--- src/dtc_params.svh ---
// Register offsets, field positions, reset values and timing counts of the dual timer/counter.
// Included by the package user files; definitions only.
`ifndef DTC_PARAMS_SVH
`define DTC_PARAMS_SVH
// ===================================================
// Register word indexes; the APB byte address is four times the index
`define DTC_OFS_RUN_FLAG 8'h88
`define DTC_OFS_MODE 8'h89
`define DTC_OFS_CNT0_LO 8'h8A
`define DTC_OFS_CNT1_LO 8'h8B
`define DTC_OFS_CNT0_HI 8'h8C
`define DTC_OFS_CNT1_HI 8'h8D
`define DTC_OFS_AUX 8'h8E
`define DTC_OFS_CLKOUT 8'h8F
// ===================================================
// Field positions
`define DTC_CTL_FLAG1 7
`define DTC_CTL_RUN1 6
`define DTC_CTL_FLAG0 5
`define DTC_CTL_RUN0 4
`define DTC_MOD_GATE 3
`define DTC_MOD_SRC 2
`define DTC_AUX_FULL0 7
`define DTC_AUX_FULL1 6
`define DTC_CLKO_EN1 1
`define DTC_CLKO_EN0 0
// ===================================================
// Reset values
`define DTC_RST_BYTE 8'h00
// ===================================================
// Timing: slow prescale ratio in system clocks
`define DTC_PRESCALE_DIV 4'hC
`define DTC_PRESCALE_MAX 4'hB
`endif

--- src/dtc_pkg.sv ---
// Types shared by the dual timer/counter files.
// Assumes nothing beyond a SystemVerilog compiler.
package dtc_pkg;
   // Operating mode per timer
   typedef enum logic [1:0] {
      DTC_MODE_13BIT,
      DTC_MODE_16BIT,
      DTC_MODE_RELOAD,
      DTC_MODE_SPLIT
   } dtc_mode_t;
endpackage : dtc_pkg

--- src/dtc_prescaler.sv ---
// Shared divide-by-twelve tick source for slow timer rate.
// Assumes one system clock and an active-low asynchronous reset.
`timescale 1ns/1ps
`include "dtc_params.svh"
module dtc_prescaler (
   input wire logic pclk,
   input wire logic presetn,
   output logic tick
);
   // ===================================================
   // Free-running counter; tick once per twelve clocks
   logic [3:0] div_count; // Position within the twelve-clock period
   always_ff @(posedge pclk or negedge presetn) begin
      if (!presetn) begin
         div_count <= 4'h0;
      end else if (div_count == `DTC_PRESCALE_MAX) begin
         div_count <= 4'h0;
      end else begin
         div_count <= div_count + 4'h1;
      end
   end
   // Combinational tick, last clock of each period
   assign tick = (div_count == `DTC_PRESCALE_MAX);
endmodule : dtc_prescaler

--- src/dtc_edge_detect.sv ---
// Falling-edge detector for an external count pin.
// Input is taken as synchronous to pclk; two samples are compared.
`timescale 1ns/1ps
module dtc_edge_detect (
   input wire logic pclk,
   input wire logic presetn,
   input wire logic pin,
   output logic fall
);
   // ===================================================
   // Sample every rising edge; high then low is a falling edge
   logic prev_sample; // Previous sample of the pin
   logic cur_sample; // Latest sample of the pin
   always_ff @(posedge pclk or negedge presetn) begin
      if (!presetn) begin
         prev_sample <= 1'b0;
         cur_sample <= 1'b0;
      end else begin
         cur_sample <= pin;
         prev_sample <= cur_sample;
      end
   end
   // Registered pulse so the count moves the cycle after detection
   always_ff @(posedge pclk or negedge presetn) begin
      if (!presetn) begin
         fall <= 1'b0;
      end else begin
         fall <= prev_sample & ~cur_sample;
      end
   end
endmodule : dtc_edge_detect

--- src/dtc_timer.sv ---
// Dual 8-bit-pair timer/counter with APB register access.
// Assumes pins synchronous to pclk and an APB master with setup and access phases.
`timescale 1ns/1ps
`include "dtc_params.svh"
module dtc_timer (
   input wire logic pclk,
   input wire logic presetn,
   input wire logic psel,
   input wire logic penable,
   input wire logic pwrite,
   input wire logic [31:0] paddr,
   input wire logic [31:0] pwdata,
   output logic [31:0] prdata,
   output logic pready,
   output logic pslverr,
   input wire logic count_input_0,
   input wire logic count_input_1,
   input wire logic gate_pin_0,
   input wire logic gate_pin_1,
   output logic clkout0,
   output logic clkout1,
   output logic overflow_flag_0,
   output logic overflow_flag_1
);
   // ===================================================
   // Registers
   logic [7:0] timer_run_flag_control; // Flags and run bits in upper nibble
   logic [7:0] timer_mode_select; // Upper nibble timer 1, lower timer 0
   logic [7:0] auxiliary_rate_control; // Full-rate selects
   logic [7:0] wake_and_clock_out_control; // Clock-out enables
   logic [7:0] count_lo [2]; // Low count bytes
   logic [7:0] count_hi [2]; // High count bytes
   logic [1:0] clk_toggle; // Clock-out toggles
   logic prescale_tick; // Slow-rate tick
   logic [1:0] pin_fall; // Detected falling edges
   logic [1:0] inc_lo; // Low byte increments this cycle
   logic inc_hi_split; // Timer 0 high byte increments in split mode
   logic [1:0] ovf; // Overflow event per flag
   logic [1:0] lo_wrap; // Low byte (or 5-bit part) wraps
   logic [1:0] hi_wrap; // High byte wraps
   logic [1:0] full_rate; // Per-timer rate selects
   logic [1:0] run_bit; // Per-timer run bits
   logic [1:0] gate_pin; // Per-timer gate pins
   logic [1:0] fall_raw; // Edge detector outputs
   logic wr_en; // APB write strobe
   logic [7:0] wbyte; // Write data low byte
   logic [7:0] reg_idx; // Word index of the addressed register
   logic addr_ok; // Aligned and inside the index space
   dtc_pkg::dtc_mode_t mode [2]; // Per-timer modes
   assign full_rate[0] = auxiliary_rate_control[`DTC_AUX_FULL0];
   assign full_rate[1] = auxiliary_rate_control[`DTC_AUX_FULL1];
   assign run_bit[0] = timer_run_flag_control[`DTC_CTL_RUN0];
   assign run_bit[1] = timer_run_flag_control[`DTC_CTL_RUN1];
   assign gate_pin[0] = gate_pin_0;
   assign gate_pin[1] = gate_pin_1;
   // One byte register per word; upper address bits must be zero or the write is dropped
   assign reg_idx = paddr[9:2];
   assign addr_ok = (paddr[31:10] == 22'h0) & (paddr[1:0] == 2'b00);
   assign wr_en = psel & penable & pwrite & addr_ok;
   assign wbyte = pwdata[7:0];
   // ===================================================
   // Shared prescaler and edge detectors
   dtc_prescaler u_pre (
      .pclk(pclk),
      .presetn(presetn),
      .tick(prescale_tick)
   );
   dtc_edge_detect u_edge0 (
      .pclk(pclk),
      .presetn(presetn),
      .pin(count_input_0),
      .fall(fall_raw[0])
   );
   dtc_edge_detect u_edge1 (
      .pclk(pclk),
      .presetn(presetn),
      .pin(count_input_1),
      .fall(fall_raw[1])
   );
   assign pin_fall = fall_raw;
   // ===================================================
   // Per-timer count enables and wrap detection
   genvar gi;
   generate
      for (gi = 0; gi < 2; gi++) begin : g_tmr
         logic [3:0] nib; // This timer's mode nibble
         logic tick; // Selected count source
         logic enabled; // Run and gate condition
         assign nib = timer_mode_select[gi*4 +: 4];
         assign mode[gi] = dtc_pkg::dtc_mode_t'(nib[1:0]);
         // Source: pin edge, else full-rate clock or prescaled tick
         assign tick = nib[`DTC_MOD_SRC] ? pin_fall[gi] :
            (full_rate[gi] ? 1'b1 : prescale_tick);
         assign enabled = run_bit[gi] & (~nib[`DTC_MOD_GATE] | gate_pin[gi]);
         // Timer 1 in split mode holds its count
         if (gi == 1) begin : g_second
            assign inc_lo[gi] = tick & enabled & (mode[gi] != dtc_pkg::DTC_MODE_SPLIT);
         end else begin : g_first
            assign inc_lo[gi] = tick & enabled;
         end
         assign lo_wrap[gi] = (mode[gi] == dtc_pkg::DTC_MODE_13BIT) ? (count_lo[gi][4:0] == 5'h1F) :
            (count_lo[gi] == 8'hFF);
         assign hi_wrap[gi] = (count_hi[gi] == 8'hFF);
      end
   endgenerate
   // Timer 0 high byte in split mode runs from timer 1's run bit
   assign inc_hi_split = (mode[0] == dtc_pkg::DTC_MODE_SPLIT) & run_bit[1] &
      (full_rate[0] ? 1'b1 : prescale_tick);
   // Overflow events to flags
   always_comb begin
      ovf = 2'b00;
      case (mode[0])
         dtc_pkg::DTC_MODE_13BIT,
         dtc_pkg::DTC_MODE_16BIT: ovf[0] = inc_lo[0] & lo_wrap[0] & hi_wrap[0];
         default: ovf[0] = inc_lo[0] & lo_wrap[0];
      endcase
      case (mode[1])
         dtc_pkg::DTC_MODE_13BIT,
         dtc_pkg::DTC_MODE_16BIT: ovf[1] = inc_lo[1] & lo_wrap[1] & hi_wrap[1];
         dtc_pkg::DTC_MODE_RELOAD: ovf[1] = inc_lo[1] & lo_wrap[1];
         default: ovf[1] = 1'b0;
      endcase
      // Split timer 0 high byte owns timer 1's flag
      if (mode[0] == dtc_pkg::DTC_MODE_SPLIT) begin
         ovf[1] = inc_hi_split & hi_wrap[0];
      end
   end
   // ===================================================
   // Count registers; software write wins over counting
   generate
      for (gi = 0; gi < 2; gi++) begin : g_cnt
         logic lo_sel; // Write address hits low byte
         logic hi_sel; // Write address hits high byte
         assign lo_sel = wr_en & (reg_idx == (gi == 0 ? `DTC_OFS_CNT0_LO : `DTC_OFS_CNT1_LO));
         assign hi_sel = wr_en & (reg_idx == (gi == 0 ? `DTC_OFS_CNT0_HI : `DTC_OFS_CNT1_HI));
         always_ff @(posedge pclk or negedge presetn) begin
            if (!presetn) begin
               count_lo[gi] <= `DTC_RST_BYTE;
            end else if (lo_sel) begin
               count_lo[gi] <= wbyte;
            end else if (inc_lo[gi]) begin
               if (mode[gi] == dtc_pkg::DTC_MODE_RELOAD && lo_wrap[gi]) begin
                  count_lo[gi] <= count_hi[gi];
               end else if (mode[gi] == dtc_pkg::DTC_MODE_13BIT) begin
                  count_lo[gi] <= {count_lo[gi][7:5], count_lo[gi][4:0] + 5'h01};
               end else begin
                  count_lo[gi] <= count_lo[gi] + 8'h01;
               end
            end
         end
         always_ff @(posedge pclk or negedge presetn) begin
            if (!presetn) begin
               count_hi[gi] <= `DTC_RST_BYTE;
            end else if (hi_sel) begin
               count_hi[gi] <= wbyte;
            end else if (gi == 0 && inc_hi_split) begin
               count_hi[gi] <= count_hi[gi] + 8'h01;
            end else if (inc_lo[gi] && lo_wrap[gi] &&
               (mode[gi] == dtc_pkg::DTC_MODE_13BIT || mode[gi] == dtc_pkg::DTC_MODE_16BIT)) begin
               count_hi[gi] <= count_hi[gi] + 8'h01;
            end
         end
         // Clock-out toggles once per overflow, giving half the overflow rate
         always_ff @(posedge pclk or negedge presetn) begin
            if (!presetn) begin
               clk_toggle[gi] <= 1'b0;
            end else if (ovf[gi]) begin
               clk_toggle[gi] <= ~clk_toggle[gi];
            end
         end
      end
   endgenerate
   // ===================================================
   // Control registers; hardware flag set wins over software clear
   always_ff @(posedge pclk or negedge presetn) begin
      if (!presetn) begin
         timer_run_flag_control <= `DTC_RST_BYTE;
      end else begin
         if (wr_en && reg_idx == `DTC_OFS_RUN_FLAG) begin
            timer_run_flag_control <= wbyte;
         end
         if (ovf[0]) begin
            timer_run_flag_control[`DTC_CTL_FLAG0] <= 1'b1;
         end
         if (ovf[1]) begin
            timer_run_flag_control[`DTC_CTL_FLAG1] <= 1'b1;
         end
      end
   end
   always_ff @(posedge pclk or negedge presetn) begin
      if (!presetn) begin
         timer_mode_select <= `DTC_RST_BYTE;
         auxiliary_rate_control <= `DTC_RST_BYTE;
         wake_and_clock_out_control <= `DTC_RST_BYTE;
      end else if (wr_en) begin
         if (reg_idx == `DTC_OFS_MODE) begin
            timer_mode_select <= wbyte;
         end else if (reg_idx == `DTC_OFS_AUX) begin
            auxiliary_rate_control <= wbyte;
         end else if (reg_idx == `DTC_OFS_CLKOUT) begin
            wake_and_clock_out_control <= wbyte;
         end
      end
   end
   // ===================================================
   // APB read mux; zero wait states
   logic [7:0] rd_byte; // Selected register
   logic rd_hit; // Address is mapped
   always_comb begin
      rd_byte = 8'h00;
      rd_hit = 1'b1;
      if (!addr_ok) begin
         rd_hit = 1'b0;
      end else if (reg_idx == `DTC_OFS_RUN_FLAG) begin
         rd_byte = timer_run_flag_control;
      end else if (reg_idx == `DTC_OFS_MODE) begin
         rd_byte = timer_mode_select;
      end else if (reg_idx == `DTC_OFS_CNT0_LO) begin
         rd_byte = count_lo[0];
      end else if (reg_idx == `DTC_OFS_CNT1_LO) begin
         rd_byte = count_lo[1];
      end else if (reg_idx == `DTC_OFS_CNT0_HI) begin
         rd_byte = count_hi[0];
      end else if (reg_idx == `DTC_OFS_CNT1_HI) begin
         rd_byte = count_hi[1];
      end else if (reg_idx == `DTC_OFS_AUX) begin
         rd_byte = auxiliary_rate_control;
      end else if (reg_idx == `DTC_OFS_CLKOUT) begin
         rd_byte = wake_and_clock_out_control;
      end else begin
         rd_hit = 1'b0;
      end
   end
   // Read data registered in the setup cycle, valid during access
   always_ff @(posedge pclk or negedge presetn) begin
      if (!presetn) begin
         prdata <= 32'h00000000;
      end else if (psel && !penable && !pwrite) begin
         prdata <= {24'h000000, rd_byte};
      end
   end
   assign pready = 1'b1;
   assign pslverr = psel & penable & ~rd_hit;
   // ===================================================
   // Pin outputs
   assign clkout0 = wake_and_clock_out_control[`DTC_CLKO_EN0] & clk_toggle[0];
   assign clkout1 = wake_and_clock_out_control[`DTC_CLKO_EN1] & clk_toggle[1];
   assign overflow_flag_0 = timer_run_flag_control[`DTC_CTL_FLAG0];
   assign overflow_flag_1 = timer_run_flag_control[`DTC_CTL_FLAG1];
   // ===================================================
   // Checks
   property p_flag0_set;
      @(posedge pclk) disable iff (!presetn) ovf[0] |=> overflow_flag_0;
   endproperty
   a_flag0_set: assert property (p_flag0_set) else $error("flag0 not set after overflow");
   property p_full_rate;
      @(posedge pclk) disable iff (!presetn)
         (mode[0] == dtc_pkg::DTC_MODE_16BIT && !timer_mode_select[2] && full_rate[0] && run_bit[0] &&
         !timer_mode_select[3] && !wr_en && !lo_wrap[0]) |=> (count_lo[0] == $past(count_lo[0]) + 8'h01);
   endproperty
   a_full_rate: assert property (p_full_rate) else $error("full-rate count did not advance");
   property p_edge_count;
      @(posedge pclk) disable iff (!presetn)
         (pin_fall[0] && timer_mode_select[2] && run_bit[0] && !timer_mode_select[3] &&
         (mode[0] == dtc_pkg::DTC_MODE_16BIT || mode[0] == dtc_pkg::DTC_MODE_RELOAD) &&
         !wr_en && !lo_wrap[0]) |=> (count_lo[0] == $past(count_lo[0]) + 8'h01);
   endproperty
   a_edge_count: assert property (p_edge_count) else $error("edge not counted");
   property p_gate;
      @(posedge pclk) disable iff (!presetn) (timer_mode_select[3] && !gate_pin_0) |-> !inc_lo[0];
   endproperty
   a_gate: assert property (p_gate) else $error("counted with gate low");
   property p_reload;
      @(posedge pclk) disable iff (!presetn)
         (mode[0] == dtc_pkg::DTC_MODE_RELOAD && inc_lo[0] && lo_wrap[0] && !wr_en) |=>
         (count_lo[0] == $past(count_hi[0]) && count_hi[0] == $past(count_hi[0]));
   endproperty
   a_reload: assert property (p_reload) else $error("reload wrong");
   property p_13bit;
      @(posedge pclk) disable iff (!presetn)
         (mode[0] == dtc_pkg::DTC_MODE_13BIT && inc_lo[0] && !wr_en) |=> count_lo[0][7:5] == $past(count_lo[0][7:5]);
   endproperty
   a_13bit: assert property (p_13bit) else $error("13-bit mode touched upper low bits");
   property p_t1_hold;
      @(posedge pclk) disable iff (!presetn)
         (mode[1] == dtc_pkg::DTC_MODE_SPLIT && !wr_en) |=>
         (count_lo[1] == $past(count_lo[1]) && count_hi[1] == $past(count_hi[1]));
   endproperty
   a_t1_hold: assert property (p_t1_hold) else $error("timer 1 counted in mode 3");
   property p_clkout;
      @(posedge pclk) disable iff (!presetn) ovf[0] |=> clk_toggle[0] != $past(clk_toggle[0]);
   endproperty
   a_clkout: assert property (p_clkout) else $error("clock out did not toggle");
endmodule : dtc_timer

--- config.mk ---
export PLATFORM = sky130hd
export DESIGN_NAME = dtc_timer
export DESIGN_NICKNAME = d
export VERILOG_FILES = /design/src/dtc_pkg.sv /design/src/dtc_prescaler.sv /design/src/dtc_edge_detect.sv /design/src/dtc_timer.sv
export VERILOG_INCLUDE_DIRS = /design/src
export SDC_FILE = /design/constraint.sdc
export NUM_CORES = 1
export LEC_CHECK = 0
export BUFFER_PORTS_ARGS = -buffer_cell sky130_fd_sc_hd__buf_2
export CAP_MARGIN = 20
export CORE_MARGIN = 3
export CORE_UTILIZATION = 45
export CTS_BUF_LIST = sky130_fd_sc_hd__clkbuf_16
export CTS_CLUSTER_DIAMETER = 40
export DETAILED_ROUTE_END_ITERATION = 8
export HOLD_SLACK_MARGIN = 0.1
export PLACE_DENSITY = 0.75
export SLEW_MARGIN = 15
export SYNTH_ARGS = -nofsm -noshare
export SYNTH_HDL_FRONTEND = slang
export SYNTH_SLANG_ARGS = --single-unit
--- constraint.sdc ---
create_clock -name pclk -period 2.5 [get_ports pclk]
set_input_delay 0.125 -clock pclk [delete_from_list [all_inputs] [get_ports pclk]]
set_output_delay 0.125 -clock pclk [all_outputs]
set_load 0.05 [all_outputs]
==> reports/metrics.csv, run 1 <==
metric,value,unit
largest net degree at the start of global routing,49,
Worst EP required,2710,ps
Routability Congestion,0.966,
Synth area leaders,"dfrtp_1, nand2_1, mux2_4",
port buffer count,61,
post-route minimum period,2370,ps
Clk pwr share,43.8,%
#FFs+latches synth,84,
Nets,673,
Die Footprint,12600,sq um
Placed Cells,719,
cts hold-fix bufs,3,
crit start category,register,
Yosys top cell area share,41.2,%
vias per cell,5.93,
clock skew,7.02,ps
Mapped Area,5100,sq um
1st-iter DRT viols,523,
post-route setup slack,128,ps
Synth cell types,56,
"most common cell after layout, fill and taps aside",dfrtp_1,
simple-gate portion of the synthesized area,19.5,%
metal3 WL,1100,um
ys flop type,dfrtp_1,
Finished Core Util,53.1,%
M1 WL,5520,um
CTS resizes,0,
clk root buf,clkbuf_16,
internal power,2100,uW
RSZ-0062 raised after global routing,false,
DR vias,4370,
Hold Path Class,in -> reg,
mux cell area share after synthesis,15.3,%
slew at the pin with the worst max-slew slack,778,ps
worst vdd ir,0.000357,V
CP arrival,2580,ps
pre-CTS setup slack,68.0,ps
CTS Buf Count,9,
Net Sw Frac,26.7,%
CTS sink cnt,84,
GRT overflow,0,
H-tree Lvls,3,
P_sw,764,uW
cell count after synthesis,526,
Antenna diodes,0,
worst rel slew slack,47.7,%
final number of setup-violating endpoints,0,
fmax,422,MHz
Comb power frac,8.6,%
first-pass GRT wire length,21900,um
status,finished clean,
MaxCap Viol Count,0,
"EDFF count, synth",0,
yosys warns,0,
post-synthesis adder-cell area fraction,1.72,%
core box area,10900,sq um
kind of critical path,reg -> reg,
post-synthesis sequential area ratio,41.2,%
"commonest cells after routing, fill and taps aside","dfrtp_1, nand2_1, buf_2",
vias in the first global route,4165,
async set or reset register ratio after synthesis,100,%
max layer used,met4,
Routed Antenna Nets,0,
DRC viols,0,
top cell type by total area after synthesis,dfrtp_1,
drt wl/cell,18.9,um
XOR/XNOR Fraction of Synth Area,3.43,%
DRT Pass-1 Iters,6,
"Slew Viols, Final",0,
Min Hold Slack,119,ps
largest family of logic cells by synthesized area,simple AND/OR/NAND/NOR gates,
die width,112,um
GRT Resource Usage Total,21.9,%
Post-CTS Setup Bufs,0,
Hold Fails Final Rpt,0,
"Max FO, Critical Path",7,
antenna violations before repair,0,
met2 routed WL,6940,um
row cnt,38,
Pwr per Cell Area,493,nW/um^2
Area Overhead vs Synth,13.9,%
DP HPWL,10100,um
share of power burned in registers,47.6,%
Initial Utilization,46.6,%
IO Pins,111,
TritonCTS clock tree,yes,
Filler cells,979,
share of cells above drive strength 1,24.8,%
clk_lat worst skew,340,ps
fin crit share,94.9,%
Synth Area in Compound Gates,11.9,%
Syn Area/Cell,9.70,sq um
Max Root-Sink Buffers,2,
Die H,112,um
critical path endpoint category,register,
"CTS clk-pin slew, worst paths",70,ps
Routed WL,13900,um
setup TNS,0,ps
LEAKAGE,0.00263,uW
Finished Layout Cells,737,
-- registers in the layout, indices dropped and copies added, names as in the netlist, 2 cells and up --
name	count
count_lo	16
clk_toggle	2
wake_and_clock_out_control	8
u_pre.div_count	4
timer_mode_select	8
prdata	8
timer_run_flag_control	8
auxiliary_rate_control	8
count_hi	16
-- routing by layer --
layer | vias to the layer above | global-route usage, %
met1 | 2133 | 29.2
li1 | 1986 | -
met2 | 219 | 36.1
met5 | - | 0
met4 | 0 | 7.69
met3 | 32 | 3.77
-- cell families after synthesis --
| logic type | Yosys count |
|---|---|
| adders and majority gates | 7 |
| DFF | 84 |
| and+or+nand+nor | 198 |
| AOI/OAI and AO/OA | 101 |
| buffers and inverters | 58 |
| muxes | 56 |
| xor gates and xnor gates | 20 |
| other | 2 |
-- metrics by stage --
step                power [uW]  cell area [sq um]
detailed placement        1630               5510
finish                    2870               5810
global placement          1630               5510
CTS                       2880               5810
global route              2950               5810
floorplan                 1560               5190
-- worst max-delay path, stage by stage (launching register included) --
cell and delay, ps:
dfrtp_1 400, ha_1 230, and3b_1 220, nor3_1 610
nor2_1 270, a31o_2 300, a21oi_1 130, a21oi_1 80
-- final cells by class --
cell class                 instances  area (sq um)  area share [%]
clock buffer                       9           225            3.88
clock inverter                     6          48.8           0.840
inverter                           9          33.8           0.582
multi-input combinational        407          2740            47.1
sequential                        84          2100            36.2
tap                              140           175            3.02
timing repair buffer              82           485            8.36
-- final timing paths --
check	startpoint	to	slack [ps]	depth (start not counted)
worst min register to register	u_edge0.cur_sample$_DFF_PN0_	u_edge0.prev_sample$_DFF_PN0_	380	0
worst min-delay path	pwdata[7]	count_lo[7]$_DFFE_PN0P_	120	3
min in group asynchronous	presetn	wake_and_clock_out_control[0]$_DFFE_PN0P_	280	2
worst max-delay path	u_pre.div_count[0]$_DFF_PN0_	count_lo[0]$_DFFE_PN0P_	130	7
worst max register to register	u_pre.div_count[0]$_DFF_PN0_	count_lo[0]$_DFFE_PN0P_	130	7
max in group asynchronous	presetn	count_lo[5]$_DFFE_PN0P_	1600	3
-- cell usage after synthesis (4+ instances only) --
cell and instances:
a211oi_1 4, a21oi_1 31, a31oi_1 4, and2_1 4
and3_1 5, and4_1 6, buf_4 25, buf_6 4
clkbuf_1 14, dfrtp_1 84, ha_1 7, inv_1 9
mux2_2 21, mux2_4 16, mux2i_1 10, mux4_2 9
nand2_1 68, nand2b_1 6, nand3_1 11, nand4_1 10
nor2_1 42, nor2b_1 7, nor3_1 11, nor4_1 10
o211ai_1 4, o21ai_0 29, o22ai_1 8, o31ai_1 9
or4_1 4, xnor2_1 16, xor2_1 4
-- power groups by stage --
stage | clock [uW] | combinational [uW] | sequential, uW
6_report | 1250 | 246 | 1370
5_1_grt | 1330 | 262 | 1360
4_1_cts | 1270 | 246 | 1370
3_5_place_dp | 0 | 242 | 1390
3_3_place_gp | 0 | 238 | 1390
2_1_floorplan | 0 | 166 | 1390
No activity file was read; power rests on OpenSTA's default activity.
==> run 2: changes to the inputs <==
- CORE_UTILIZATION: 45 -> 35
- PLACE_DENSITY: 0.75 -> 0.62
==> reports/metrics.csv, run 2 (synthesis gave the netlist of run 1 again) <==
metric,value,unit
RSZ-0062 raised after global routing,false,
area of the multi-input gates,2740,sq um
Antenna diodes,0,
cell breakdown of the critical path,ha_1 > and3_1 > ha_1 > nor2b_1 > a31oi_1 > o41a_1 > nor3b_1 > xnor2_1 > a21oi_1,
Max Root-Sink Buffers,2,
Clk pwr share,43.5,%
largest net degree at the start of global routing,45,
H-tree Lvls,3,
DRT Pass-1 Iters,5,
drt wl/cell,18.7,um
worst reg2reg path endpoint,count_hi[11]$_DFFE_PN0P_,
Hold Fails Final Rpt,0,
Initial Utilization,36.3,%
crit start category,register,
Worst EP required,2730,ps
Finished Layout Cells,779,
CP most frequent cell,ha_1,
post-route minimum period,2370,ps
MaxCap Viol Count,0,
"Slowest-stage cell, CP",o41a_1,
final total power,2860,uW
worst rel slew slack,62.4,%
CP bufs+invs,0,
register area,2100,sq um
CP arrival,2600,ps
status,finished clean,
Pwr per Cell Area,487,nW/um^2
1st-iter DRT viols,372,
Hold EP,count_lo[6]$_DFFE_PN0P_,
DRC viols,0,
Routability Congestion,0.904,
clk root buf,clkbuf_16,
antenna violations before repair,0,
Routed WL,14600,um
Routed Antenna Nets,0,
CTS Buf Count,9,
setup TNS,0,ps
Finished Core Util,41.8,%
DR vias,4315,
slew at the pin with the worst max-slew slack,564,ps
GRT overflow,0,
Hold Path Class,in -> reg,
LEAKAGE,0.00264,uW
FF-to-FF setup slack,130,ps
hold path cells,3,
Net Sw Frac,26.9,%
die width,127,um
Area Overhead vs Synth,15.0,%
"Max FO, Critical Path",8,
row cnt,43,
fmax,423,MHz
R2R Path Start,count_lo[9]$_DFFE_PN0P_,
critical path endpoint category,register,
clock skew,9.28,ps
internal power,2090,uW
vias per cell,5.54,
"Slew Viols, Final",0,
GRT Resource Usage Total,18.6,%
"CP delay by family, top",compound AO/OA/AOI/OAI gates,
Filler cells,1370,
Post-CTS Setup Bufs,0,
CP max stage delay,490,ps
kind of critical path,reg -> reg,
TritonCTS clock tree,yes,
Largest regs,"count_hi: 16 flops, count_lo: 16 flops",
CTS sink cnt,84,
port buffer count,61,
fin crit share,94.6,%
DP HPWL,10700,um
hold path startpoint,pwdata[6],
"CTS clk-pin slew, worst paths",70,ps
P_sw,768,uW
clk_lat worst skew,350,ps
Die Footprint,16100,sq um
vias in the first global route,4227,
Placed Cells,760,
CP startpoint,count_lo[9]$_DFFE_PN0P_,
"most common cell after layout, fill and taps aside",dfrtp_1,
final number of setup-violating endpoints,0,
Comb power frac,8.7,%
reg2reg path depth,9,
"commonest cells after routing, fill and taps aside","dfrtp_1, nand2_1, buf_2",
share of power burned in registers,47.8,%
Die H,127,um
share of cells above drive strength 1,24.9,%
core box area,14000,sq um
worst vdd ir,0.000406,V
Nets,674,
IO Pins,111,
first-pass GRT wire length,23600,um
## run 2: cell count changes in the layout (fill, tap and decap cells not counted), sizes merged
cell,before,now
buf,79,80
clkinvlp,2,1
clkinv,1,4
inv,12,11
## run 2: worst max path at each step
stage	slack [ps]	cells after the start	to
after floorplan	300	10	count_hi[4]$_DFFE_PN0P_
after global placement	110	7	count_hi[1]$_DFFE_PN0P_
after detailed placement	90	7	count_hi[4]$_DFFE_PN0P_
after CTS	170	9	count_hi[11]$_DFFE_PN0P_
after global routing	30	9	count_hi[11]$_DFFE_PN0P_
final	130	9	count_hi[11]$_DFFE_PN0P_
## run 2: through the flow
step	worst slack (ps)	cell area [sq um]	hold WS, ps
after floorplan	302	5190	-171
after global placement	107	5560	140
after detailed placement	87.7	5560	157
after CTS	175	5860	123
after global routing	25.6	5870	129
final	135	5870	142
## run 2: routing by layer
layer	global-route usage, %	part of all wire [%]
met2	28.6	46
met3	3.16	5.7
met5	0	0
met4	6.18	2.2
met1	26.5	46
## run 2: worst min-delay path, delay by kind of cell
kind / cells / cell delay (ps)
buffers and inverters: 1 / 190
AND/OR/NAND/NOR: 2 / 130
## run 2: final cells by class
cell class | instances | share of cell area [%]
flip-flops and latches | 84 | 35.8
inverters | 9 | 0.576
clock inverters | 7 | 0.725
multi-input cells | 407 | 46.8
well taps | 180 | 3.84
repair buffers | 83 | 8.40
clock buffers | 9 | 3.84
## run 2: power by group through the flow
stage	registers (uW)	clock network (uW)	logic (uW)
6_report	1370	1240	249
5_1_grt	1360	1320	268
4_1_cts	1370	1260	250
3_5_place_dp	1390	0	247
3_3_place_gp	1390	0	243
2_1_floorplan	1390	0	166
## run 2: what timing repair did
item,4_1_cts,5_1_grt
hold buffers,3,0
setup endpoints to repair,0,1
gates resized for setup,0,1
hold endpoints to repair,42,0
==> run 3: changes to the inputs <==
==> constraint.sdc (replaced) <==
create_clock -name pclk -period 2.5 [get_ports pclk]
set_input_delay 0.5 -clock pclk [delete_from_list [all_inputs] [get_ports pclk]]
set_output_delay 0.5 -clock pclk [all_outputs]
set_load 0.05 [all_outputs]
==> reports/metrics.csv, run 3 (synthesis gave the netlist of run 1 again) <==
metric,value,unit
fmax,414,MHz
DRC viols,0,
Net Sw Frac,27.3,%
row cnt,43,
Initial Utilization,36.3,%
CTS sink cnt,84,
"Max FO, Critical Path",11,
final number of setup-violating endpoints,0,
GRT overflow,0,
"Slew Viols, Final",0,
CP arrival,2640,ps
Die H,127,um
vias per cell,5.58,
Routed Antenna Nets,0,
crit start category,input port,
Hold Fails Final Rpt,0,
share of cells above drive strength 1,27.9,%
Largest regs,"count_hi: 16 flops, count_lo: 16 flops",
slew at the pin with the worst max-slew slack,569,ps
kind of critical path,in -> reg,
IO Pins,111,
DRT Pass-1 Iters,5,
first-pass GRT wire length,23100,um
post-route minimum period,2420,ps
largest net degree at the start of global routing,49,
vias in the first global route,4279,
core box area,14000,sq um
port buffer count,61,
DR vias,4400,
antenna violations before repair,0,
LEAKAGE,0.00269,uW
share of power burned in registers,47.0,%
DP HPWL,10800,um
Max Root-Sink Buffers,2,
Nets,684,
clock skew,7.83,ps
Routability Congestion,0.963,
Hold Path Class,in -> async,
H-tree Lvls,3,
Die Footprint,16100,sq um
Antenna diodes,0,
"most common cell after layout, fill and taps aside",dfrtp_1,
1st-iter DRT viols,386,
Clk pwr share,44.2,%
MaxCap Viol Count,0,
P_sw,794,uW
Finished Core Util,42.7,%
worst rel slew slack,62.1,%
fin crit share,96.7,%
Comb power frac,8.9,%
clk root buf,clkbuf_16,
Area Overhead vs Synth,17.6,%
"CTS clk-pin slew, worst paths",70,ps
RSZ-0062 raised after global routing,false,
status,finished clean,
Routed WL,14900,um
TritonCTS clock tree,yes,
drt wl/cell,18.8,um
GRT Resource Usage Total,18.2,%
critical path endpoint category,register,
post-route setup slack,82.7,ps
clk_lat worst skew,340,ps
CTS Buf Count,9,
"commonest cells after routing, fill and taps aside","dfrtp_1, nand2_1, buf_2",
Worst EP required,2720,ps
worst vdd ir,0.000281,V
die width,127,um
pre-CTS setup slack,-217,ps
Pwr per Cell Area,484,nW/um^2
cts hold-fix bufs,0,
internal power,2110,uW
-- run 3: changes by cell type in the layout (fill, tap and decap cells not counted), moves of 2 or more --
cell           change
buf_4             +12
dlygate4sd3_1      -3
inv_6              +3
nor4_1             -3
nor4_2             +2
-- run 3: metrics by stage --
step	instance area [sq um]	cells	total power (uW)	setup TNS, ps	hold WS (ps)
global placement	5630	769	1640	-4900	362
finish	6000	789	2910	0	117
floorplan	5190	549	1560	0	204
global route	6000	789	3000	0	151
CTS	5960	787	2930	0	135
detailed placement	5630	769	1640	-5890	365
-- run 3: timing repair --
action,4_1_cts,5_1_grt
endpoints found under the hold margin,0,0
resized for setup,8,5
setup buffers,2,3
pin swaps,3,4
setup endpoints to repair,1,40
-- run 3: power groups by stage --
stage / combinational [uW] / sequential, uW / clock (uW)
3_3_place_gp: 247 / 1390 / 0
6_report: 258 / 1370 / 1280
5_1_grt: 275 / 1360 / 1360
3_5_place_dp: 251 / 1390 / 0
2_1_floorplan: 166 / 1390 / 0
4_1_cts: 255 / 1360 / 1310
-- run 3: final timing paths --
check                                                  start                               endpoint  slack (ps)  depth (start not counted)
max in group asynchronous                            presetn  timer_run_flag_control[6]$_DFFE_PN0P_        1740                          2
worst max-delay path                               paddr[31]       timer_mode_select[7]$_DFFE_PN0P_          80                          7
worst min-delay path                                 presetn              clk_toggle[1]$_DFFE_PN0P_         120                          1
worst min register to register  u_edge0.cur_sample$_DFF_PN0_          u_edge0.prev_sample$_DFF_PN0_         380                          0
worst max register to register       count_lo[9]$_DFFE_PN0P_               count_hi[15]$_DFFE_PN0P_         170                          9
min in group pclk                              count_input_0           u_edge0.cur_sample$_DFF_PN0_         260                          1
-- run 3: final cells by class --
| type | count | area [sq um] |
|---|---|---|
| timing repair buffer | 93 | 574 |
| inverter | 9 | 33.8 |
| multi-input combinational | 407 | 2780 |
| clock inverter | 7 | 57.6 |
| sequential | 84 | 2100 |
| clock buffer | 9 | 225 |
| fill | 1341 | 8040 |
| tap | 180 | 225 |
-- run 3: layer usage --
metal / share of wire [%] / vias to the layer above / track usage [%]
met1: 43 / 2163 / 25.3
met4: 1.5 / 0 / 5.80
met2: 49 / 205 / 29.5
met5: 0 / - / 0
li1: - / 2010 / -
met3: 7.0 / 22 / 2.53
-- run 3: critical path, cell delays in order --
cell and delay, ps:
buf_2 110, nor4_2 270, nand4_1 160, or3_4 410, buf_4 190, or4_4 650, mux2_4 340
